### config.mk
export PLATFORM = sky130hd
export DESIGN_NAME = ifcr_regs
export DESIGN_NICKNAME = d
export VERILOG_FILES = /design/src/hdl/ifcr_pkg.sv /design/src/hdl/ifcr_regs.sv
export SDC_FILE = /design/constraint.sdc
export NUM_CORES = 1
export LEC_CHECK = 0
export ABC_AREA = 1
export BUFFER_PORTS_ARGS = -buffer_cell sky130_fd_sc_hd__buf_2
export CAP_MARGIN = 10
export CORE_MARGIN = 10
export CORE_UTILIZATION = 40
export CTS_CLUSTER_SIZE = 40
export DETAILED_ROUTE_END_ITERATION = 10
export SLEW_MARGIN = 40
export SYNTH_ARGS = -nofsm -noshare
export SYNTH_HDL_FRONTEND = slang
export SYNTH_SLANG_ARGS = --single-unit
### constraint.sdc
create_clock -name clk -period 3.5 [get_ports clk]
set_clock_uncertainty 0.15 [all_clocks]
set_input_delay 0.7 -clock clk [delete_from_list [all_inputs] [get_ports clk]]
set_output_delay 0.7 -clock clk [all_outputs]
set_load 0.01 [all_outputs]
### src/hdl/ifcr_pkg.sv
// Register map, field layout, timing and types of the inductive front-end register bank
package ifcr_pkg;
    localparam int unsigned CLK_PERIOD_NS = 8;
    // Register indices; byte address is four times the index
    localparam logic [7:0] IDX_GAIN = 8'h01;
    localparam logic [7:0] IDX_CTRL = 8'h03;
    localparam logic [7:0] IDX_STAT = 8'h04;
    localparam logic [7:0] IDX_ROUTE = 8'h10;
    localparam logic [7:0] IDX_IRQ_STAT = 8'h20;
    localparam logic [7:0] IDX_IRQ_MASK = 8'h21;
    localparam int unsigned ADDR_IDX_LSB = 2;
    localparam int unsigned CODE_W = 6;
    localparam int unsigned GAIN_COARSE_LSB = 8;
    localparam int unsigned GAIN_FINE_LSB = 0;
    localparam int unsigned CTRL_EXT_DIS_BIT = 15;
    localparam int unsigned CTRL_COIL_RUN_BIT = 13;
    localparam int unsigned CTRL_TURN_CLR_BIT = 11;
    localparam int unsigned STAT_OPEN_BIT = 13;
    localparam logic [15:0] REG_RESET = 16'h0000;
    localparam logic [15:0] CTRL_RESET = 16'h0000;
    localparam logic [15:0] ROUTE_RESET = 16'h0000;
    localparam logic [5:0] CODE_RESET = 6'h00;
    localparam logic [5:0] CODE_MAX = 6'h3F;
    localparam int unsigned IRQ_W = 3;
    localparam int unsigned IRQ_DONE_BIT = 0;
    localparam int unsigned IRQ_OPEN_BIT = 1;
    localparam int unsigned IRQ_GAIN_BIT = 2;
    localparam logic [2:0] IRQ_RESET = 3'h0;
    localparam int unsigned NUM_RECT = 4;
    localparam int unsigned NUM_COILS = 8;
    localparam int unsigned PEAK_W = 12;
    localparam logic [11:0] PEAK_HIGH_DEF = 12'hE00;
    localparam logic [11:0] PEAK_LOW_DEF = 12'h800;
    localparam int unsigned GAIN_PERIOD_DEF = 5000;
    // Coil excitation settle time before the open test samples
    localparam int unsigned COIL_SETTLE_NS = 2000;
    localparam int unsigned COIL_SETTLE_CYC =
        (COIL_SETTLE_NS + CLK_PERIOD_NS - 1) / CLK_PERIOD_NS;
    localparam logic [1:0] HTRANS_NONSEQ = 2'h2;

    typedef struct packed {
        logic [2:0] pos_pin;
        logic [2:0] neg_pin;
        logic neg_dc;
    } ifcr_rect_route_t;

    typedef struct packed {
        logic valid;
        logic [11:0] coarse;
        logic [11:0] fine;
    } ifcr_peak_t;

    typedef enum logic [2:0] {
        OC_IDLE = 3'b001,
        OC_DRIVE = 3'b010,
        OC_DONE = 3'b100
    } ifcr_oc_state_t;
endpackage

### src/hdl/ifcr_regs.sv
// Front-end register bank: gain readback, control, coil test, coarse routing, AHB-Lite slave
//
// Register access over AHB-Lite was decided locally.
`timescale 1ns/1ps
module ifcr_regs import ifcr_pkg::*; #(
    parameter int unsigned GAIN_PERIOD = GAIN_PERIOD_DEF,
    parameter logic [11:0] PEAK_HIGH = PEAK_HIGH_DEF,
    parameter logic [11:0] PEAK_LOW = PEAK_LOW_DEF
) (
    input wire logic clk,
    input wire logic reset_n,
    input wire logic hsel,
    input wire logic [31:0] haddr,
    input wire logic [1:0] htrans,
    input wire logic hwrite,
    input wire logic [2:0] hsize,
    input wire logic hready,
    input wire logic [31:0] hwdata,
    output logic [31:0] hrdata,
    output logic hreadyout,
    output logic hresp,
    input wire ifcr_peak_t peak,
    input wire logic osc_gain_update,
    input wire logic amp_offset_update,
    input wire logic channel_select,
    input wire logic [7:0] coil_open,
    output logic [5:0] coarse_gain_code,
    output logic [5:0] fine_gain_code,
    output logic extrapolation_hold,
    output logic coil_test_drive,
    output logic turn_count_clear,
    output ifcr_rect_route_t [3:0] rect_route,
    output logic irq
);
    localparam int GP_W = $clog2(GAIN_PERIOD);
    localparam int OC_W = $clog2(COIL_SETTLE_CYC + 1);
    localparam int OC_WAIT = COIL_SETTLE_CYC;

    if (GAIN_PERIOD < 2) begin : g_bad_period
        $error("GAIN_PERIOD must be at least 2");
    end
    if (PEAK_LOW >= PEAK_HIGH) begin : g_bad_peak
        $error("PEAK_LOW must be below PEAK_HIGH");
    end

    // Bus decode
    logic req;
    logic [7:0] req_idx;
    logic rd_req;
    logic wr_pend;
    logic [7:0] wr_idx;
    logic ctrl_wr;
    logic [15:0] wdata;
    assign req = hsel && hready && (htrans == HTRANS_NONSEQ);
    assign req_idx = haddr[ADDR_IDX_LSB +: 8];
    assign rd_req = req && !hwrite;
    assign wdata = hwdata[15:0];
    assign ctrl_wr = wr_pend && (wr_idx == IDX_CTRL);
    assign hreadyout = 1'b1;
    assign hresp = 1'b0;

    always_ff @(posedge clk or negedge reset_n) begin
        if (!reset_n) begin
            wr_pend <= 1'b0;
            wr_idx <= 8'h00;
        end else begin
            wr_pend <= req && hwrite;
            wr_idx <= req_idx;
        end
    end

    // Gain adjustment, one loop per gain code: index 0 coarse, index 1 fine
    logic [GP_W-1:0] tick_cnt;
    logic gain_tick;
    logic [1:0] gain_moved;
    logic gain_step;
    logic [5:0] gain_code [2];
    logic [11:0] peak_in [2];
    assign gain_tick = (tick_cnt == GP_W'(GAIN_PERIOD - 1));
    assign peak_in[0] = peak.coarse;
    assign peak_in[1] = peak.fine;

    always_ff @(posedge clk or negedge reset_n) begin
        if (!reset_n) begin
            tick_cnt <= '0;
        end else if (gain_tick) begin
            tick_cnt <= '0;
        end else begin
            tick_cnt <= tick_cnt + GP_W'(1);
        end
    end

    for (genvar g = 0; g < 2; g++) begin : g_gain
        logic [11:0] peak_max;
        logic [11:0] next_peak_max;
        always_comb begin
            next_peak_max = peak_max;
            if (peak.valid && peak_in[g] > peak_max) begin
                next_peak_max = peak_in[g];
            end
        end
        always_ff @(posedge clk or negedge reset_n) begin
            if (!reset_n) begin
                peak_max <= 12'h000;
                gain_code[g] <= CODE_RESET;
                gain_moved[g] <= 1'b0;
            end else if (gain_tick) begin
                peak_max <= 12'h000;
                gain_moved[g] <= 1'b0;
                // Higher code gives more gain, so back off on large peaks
                if (next_peak_max > PEAK_HIGH && gain_code[g] != CODE_RESET) begin
                    gain_code[g] <= gain_code[g] - 6'h01;
                    gain_moved[g] <= 1'b1;
                end else if (next_peak_max < PEAK_LOW && gain_code[g] != CODE_MAX) begin
                    gain_code[g] <= gain_code[g] + 6'h01;
                    gain_moved[g] <= 1'b1;
                end
            end else begin
                peak_max <= next_peak_max;
                gain_moved[g] <= 1'b0;
            end
        end

    end

    assign gain_step = |gain_moved;
    assign coarse_gain_code = gain_code[0];
    assign fine_gain_code = gain_code[1];

    // Control register
    logic ext_dis;
    always_ff @(posedge clk or negedge reset_n) begin
        if (!reset_n) begin
            ext_dis <= CTRL_RESET[CTRL_EXT_DIS_BIT];
        end else if (ctrl_wr) begin
            ext_dis <= wdata[CTRL_EXT_DIS_BIT];
        end
    end

    always_ff @(posedge clk or negedge reset_n) begin
        if (!reset_n) begin
            extrapolation_hold <= 1'b0;
        end else begin
            extrapolation_hold <= ext_dis &&
                (gain_step || osc_gain_update || amp_offset_update);
        end
    end

    always_ff @(posedge clk or negedge reset_n) begin
        if (!reset_n) begin
            turn_count_clear <= CTRL_RESET[CTRL_TURN_CLR_BIT];
        end else begin
            turn_count_clear <= ctrl_wr && wdata[CTRL_TURN_CLR_BIT];
        end
    end

    // Coil open inputs: three-stage synchroniser and agreement filter
    logic [7:0] open_s1;
    logic [7:0] open_s2;
    logic [7:0] open_s3;
    logic [7:0] open_filt;
    always_ff @(posedge clk or negedge reset_n) begin
        if (!reset_n) begin
            open_s1 <= 8'h00;
            open_s2 <= 8'h00;
            open_s3 <= 8'h00;
            open_filt <= 8'h00;
        end else begin
            open_s1 <= coil_open;
            open_s2 <= open_s1;
            open_s3 <= open_s2;
            for (int i = 0; i < NUM_COILS; i++) begin
                if (open_s2[i] == open_s3[i]) begin
                    open_filt[i] <= open_s3[i];
                end
            end
        end
    end

    // Open-coil test sequencer
    ifcr_oc_state_t oc_state;
    logic [OC_W-1:0] oc_cnt;
    logic oc_start;
    logic test_done;
    logic coil_run;
    logic open_coil_found;
    assign oc_start = ctrl_wr && wdata[CTRL_COIL_RUN_BIT] && (oc_state == OC_IDLE);
    assign test_done = (oc_state == OC_DONE);
    assign coil_run = (oc_state != OC_IDLE);

    always_ff @(posedge clk or negedge reset_n) begin
        if (!reset_n) begin
            oc_state <= OC_IDLE;
            oc_cnt <= '0;
        end else begin
            case (oc_state)
                OC_IDLE: begin
                    oc_cnt <= '0;
                    if (oc_start) begin
                        oc_state <= OC_DRIVE;
                    end
                end
                OC_DRIVE: begin
                    oc_cnt <= oc_cnt + OC_W'(1);
                    if (oc_cnt == OC_W'(COIL_SETTLE_CYC - 1)) begin
                        oc_state <= OC_DONE;
                    end
                end
                OC_DONE: begin
                    oc_state <= OC_IDLE;
                end
                default: begin
                    oc_state <= OC_IDLE;
                end
            endcase
        end
    end

    always_ff @(posedge clk or negedge reset_n) begin
        if (!reset_n) begin
            coil_test_drive <= 1'b0;
        end else begin
            coil_test_drive <= (oc_state == OC_IDLE) ? oc_start :
                               (oc_state == OC_DRIVE) &&
                               (oc_cnt != OC_W'(COIL_SETTLE_CYC - 1));
        end
    end

    always_ff @(posedge clk or negedge reset_n) begin
        if (!reset_n) begin
            open_coil_found <= REG_RESET[STAT_OPEN_BIT];
        end else if (oc_start) begin
            open_coil_found <= 1'b0;
        end else if (test_done) begin
            open_coil_found <= |open_filt;
        end
    end

    // Coarse routing register and decode
    logic [15:0] route;
    always_ff @(posedge clk or negedge reset_n) begin
        if (!reset_n) begin
            route <= ROUTE_RESET;
        end else if (wr_pend && wr_idx == IDX_ROUTE) begin
            route <= wdata;
        end
    end

    for (genvar r = 0; r < NUM_RECT; r++) begin : g_rect
        logic [1:0] pos_sel;
        logic [1:0] neg_sel;
        assign pos_sel = route[4*r+2 +: 2];
        assign neg_sel = route[4*r +: 2];
        always_ff @(posedge clk or negedge reset_n) begin
            if (!reset_n) begin
                rect_route[r] <= '0;
            end else begin
                rect_route[r].pos_pin <= {channel_select, pos_sel};
                rect_route[r].neg_pin <= {channel_select, neg_sel};
                rect_route[r].neg_dc <= (pos_sel == neg_sel);
            end
        end

    end

    // Interrupt status and mask
    logic [2:0] irq_set;
    logic [2:0] irq_stat;
    logic [2:0] irq_mask;
    logic irq_clr;
    assign irq_set = {gain_step, test_done && (|open_filt), test_done};
    assign irq_clr = rd_req && (req_idx == IDX_IRQ_STAT);
    always_ff @(posedge clk or negedge reset_n) begin
        if (!reset_n) begin
            irq_stat <= IRQ_RESET;
        end else begin
            irq_stat <= (irq_clr ? IRQ_RESET : irq_stat) | irq_set;
        end
    end
    always_ff @(posedge clk or negedge reset_n) begin
        if (!reset_n) begin
            irq_mask <= IRQ_RESET;
        end else if (wr_pend && wr_idx == IDX_IRQ_MASK) begin
            irq_mask <= wdata[IRQ_W-1:0];
        end
    end
    assign irq = |(irq_stat & irq_mask);

    // Read mux; reserved and unmapped bits read zero
    logic [15:0] rd_word;
    always_comb begin
        rd_word = REG_RESET;
        case (req_idx)
            IDX_GAIN: begin
                rd_word[GAIN_COARSE_LSB +: CODE_W] = gain_code[0];
                rd_word[GAIN_FINE_LSB +: CODE_W] = gain_code[1];
            end
            IDX_CTRL: begin
                rd_word[CTRL_EXT_DIS_BIT] = ext_dis;
                rd_word[CTRL_COIL_RUN_BIT] = coil_run;
                rd_word[CTRL_TURN_CLR_BIT] = turn_count_clear;
            end
            IDX_STAT: rd_word[STAT_OPEN_BIT] = open_coil_found;
            IDX_ROUTE: rd_word = route;
            IDX_IRQ_STAT: rd_word[IRQ_W-1:0] = irq_stat;
            IDX_IRQ_MASK: rd_word[IRQ_W-1:0] = irq_mask;
            default: rd_word = REG_RESET;
        endcase
    end

    always_ff @(posedge clk or negedge reset_n) begin
        if (!reset_n) begin
            hrdata <= 32'h00000000;
        end else if (rd_req) begin
            hrdata <= {16'h0000, rd_word};
        end
    end

    // Checks
    logic first_cycle;
    always_ff @(posedge clk or negedge reset_n) begin
        if (!reset_n) begin
            first_cycle <= 1'b1;
        end else begin
            first_cycle <= 1'b0;
        end
    end
endmodule

==> results.json <==
{
  "rr_startpoint": "g_gain[0].peak_max[11]$_DFF_PN0_",
  "cts_tree": "yes",
  "tns_ps": 0,
  "dr.pass1.iters": 4,
  "drc_errors": 0,
  "initial_core_util": 0.408,
  "fin_total_pwr_mw": 5.73,
  "dieArea_um2": 25900,
  "timing.final.ws_setup_ps": 126,
  "htree_levels": 4,
  "p_leak_nw": 5.22,
  "via_per_inst": 4.62,
  "grt_pass1_wl_um": 30200,
  "cp-endpoint": "coarse_gain_code[5]$_DFFE_PN0P_",
  "num_rows": 51,
  "drtAntennaViolNets": 0,
  "pre_cts_ws_ps": -364,
  "yosys-top-cells-area": "dfrtp_1 52%, nand2_1 8.3%, inv_1 5.8%",
  "slew_headroom": 0.488,
  "drt_iter0_drc": 277,
  "worst_pin_slew_ps": 762,
  "ys_seq_elements": 167,
  "worstPathArrival_ps": 3540,
  "clock_sinks": 167,
  "ys.flop_type": "dfrtp_1",
  "post_drt_wl_per_cell_um": 14.3,
  "dp.cells": 1285,
  "crit_start": "peak[22]",
  "reg2reg_to": "coarse_gain_code[5]$_DFFE_PN0P_",
  "antenna-diode-count": 0,
  "fin_crit_ps": 3370,
  "port_buffers": 126,
  "vias": 6120,
  "rsz0062_at_grt": "true",
  "grt-ovfl-total": 0,
  "hold_viol_final": 0,
  "holdWs_ps": 125,
  "fmax_ghz": 0.296,
  "cts_root_buffer": "clkbuf_16",
  "max_cap_viol_count": 0,
  "yosys-top-cells-count": "177 x nand2_1, 166 x dfrtp_1, 122 x inv_1",
  "grt_pass1_vias": 6045,
  "antenna_found_initial": 0,
  "outcome": "finished clean",
  "ir_worst_vdd_uv": 325,
  "syn2layout_area_growth_pct": 26.1,
  "reg2reg_slack_ps": 130,
  "seq_area_frac_synth": 0.525,
  "synth.cell_area_um2": 7960,
  "powerDensity_nw_per_um2": 571,
  "cp-start-kind": "primary input",
  "final_cells": 1324,
  "syn_area_per_cell_um2": 9.35,
  "cts-buffers-inserted": 17,
  "synthCells": 851,
  "grt_max_degree": 76,
  "rr_worst_depth": 26,
  "hold_path_class": "in -> async",
  "synth_top_cell_area_share": 0.522,
  "die_x_um": 161,
  "clock_latency_ps": 430,
  "clk_pin_slew_worst_paths_ps": 70,
  "synth_edf_count": 0,
  "grt_util_all_layers": 0.143,
  "finalSetupViolCount": 0,
  "gp_congestion": 0.830,
  "nNetsFinal": 1193,
  "period_share": 0.964,
  "end_kind": "flip-flop",
  "drive_above_1_share": 0.285,
  "yosysTopAreaCell": "dfrtp_1",
  "clockBufferDepth": 2,
  "hpwl_um": 14300,
  "ys_warn_count": 0,
  "synth_most_common_cell": "nand2_1",
  "slew_violations": 0,
  "core_um2": 19500,
  "postRouteWirelength_um": 18900,
  "async_flop_share": 1.00,
  "die_y_um": 161,
  "cp_max_fo": 4,
  "path_class": "in -> reg",
  "synth_cell_type_count": 52,
  "crit_required_ps": 3670,
  "io_pins": 188
}
[layout by cell type (no fill, tap or decap), types with 5 or more instances in the layout]
cell type,count
nand3_1,37
buf_2,125
ha_1,30
clkinv_8,7
maj3_1,8
ha_4,5
inv_2,10
nand3b_1,9
nor2_2,6
xor2_1,10
nand2_2,11
inv_1,117
clkbuf_16,17
a21oi_1,31
a21oi_2,5
o21ai_1,8
nand2_1,172
mux2_2,10
o21ai_0,31
nor4_1,11
buf_4,65
nor2_1,53
conb_1,18
nor3_1,11
nand4_1,11
dfrtp_1,166
[registers in the layout (all words and copies together), names as in the netlist, 2 cells and up]
register          flops
route                16
fine_gain_code        6
irq_stat              3
oc_cnt                8
open_s2               8
gain_moved            2
hrdata               16
wr_idx                8
oc_state              3
g_gain.peak_max      24
rect_route           21
open_filt             8
coarse_gain_code      6
open_s1               8
irq_mask              3
tick_cnt             13
open_s3               8
[stage by stage]
| stage | util | instance area, µm² |
|---|---|---|
| 2_1_floorplan | - | 8050 |
| 3_3_place_gp | 0.474 | 9250 |
| 3_5_place_dp | 0.474 | 9250 |
| 4_1_cts | 0.505 | 9870 |
| 5_1_grt | 0.514 | 10000 |
| 6_report | 0.514 | 10000 |
[area by class of cell]
| type | instances | area [µm²] |
|---|---|---|
| fillers | 1832 | 9490 |
| flip-flops and latches | 167 | 4180 |
| multi-input cells | 536 | 3250 |
| repair buffers | 194 | 1170 |
| inverters | 130 | 490 |
| clock buffers | 17 | 425 |
| well taps | 265 | 332 |
| clock inverters | 15 | 194 |
[cell families (layout without fill, tap and decap cells)]
family / Yosys count / count (layout) / share of synthesized area
AO/OA/AOI/OAI: 106 / 106 / 0.0797
adder cells (fa/ha/maj): 45 / 45 / 0.0701
AND/OR/NAND/NOR: 342 / 342 / 0.200
other: 2 / 18 / 0.000944
multiplexers: 10 / 10 / 0.0141
XOR/XNOR: 15 / 15 / 0.0184
buffers and inverters: 164 / 356 / 0.0910
flip-flops: 167 / 167 / 0.525
[worst max-delay path: stages]
cell      delay (ps)
buf_2            130
ha_4             260
nand4_1          140
nor2_2           160
nand2_2           80
nand3_4          100
buf_4            120
buf_4            110
nand3b_1          70
nand2_1           90
nand2_1           70
nor2_2           120
nand3_2          120
nand2_4           90
inv_4             50
ha_4             220
a21oi_1          120
nand2_1           90
a21oi_2          130
inv_1             60
a21oi_2          150
nand3_1           80
nand2_1           80
nand2_1           50
nand2_1           60
nand2_1           50
[power breakdown]
part	switching, mW	internal [mW]
clock	0.900	0.975
combinational	0.890	0.775
sequential	0.0807	2.11
[how the worst min path moves through the flow]
| stage | cells after the start | startpoint | to |
|---|---|---|---|
| finish | 1 | reset_n | g_gain[0].peak_max[0]$_DFF_PN0_ |
| global route | 1 | reset_n | g_gain[0].peak_max[0]$_DFF_PN0_ |
| CTS | 1 | reset_n | g_gain[0].peak_max[0]$_DFF_PN0_ |
| detailed placement | 0 | open_s1[4]$_DFF_PN0_ | open_s2[4]$_DFF_PN0_ |
| global placement | 0 | open_s1[4]$_DFF_PN0_ | open_s2[4]$_DFF_PN0_ |
| floorplan | 0 | open_s1[0]$_DFF_PN0_ | open_s2[0]$_DFF_PN0_ |
[routing by layer]
metal  wire, µm  vias to the layer above  part of all wire  track usage
met4        281                        0             0.015       0.0418
met1       8770                     2879              0.46        0.182
met2       9270                      102              0.49        0.238
li1           -                     3118                 -            -
met3        574                       21             0.030       0.0325
met5          0                        -                 0            0
[repair_timing]
item | CTS | global route
gates resized for setup | 0 | 29
setup endpoints to repair | 0 | 3
buffers inserted | 0 | 7
hold buffers | 0 | 0
(Power assumes the default switching activity.)
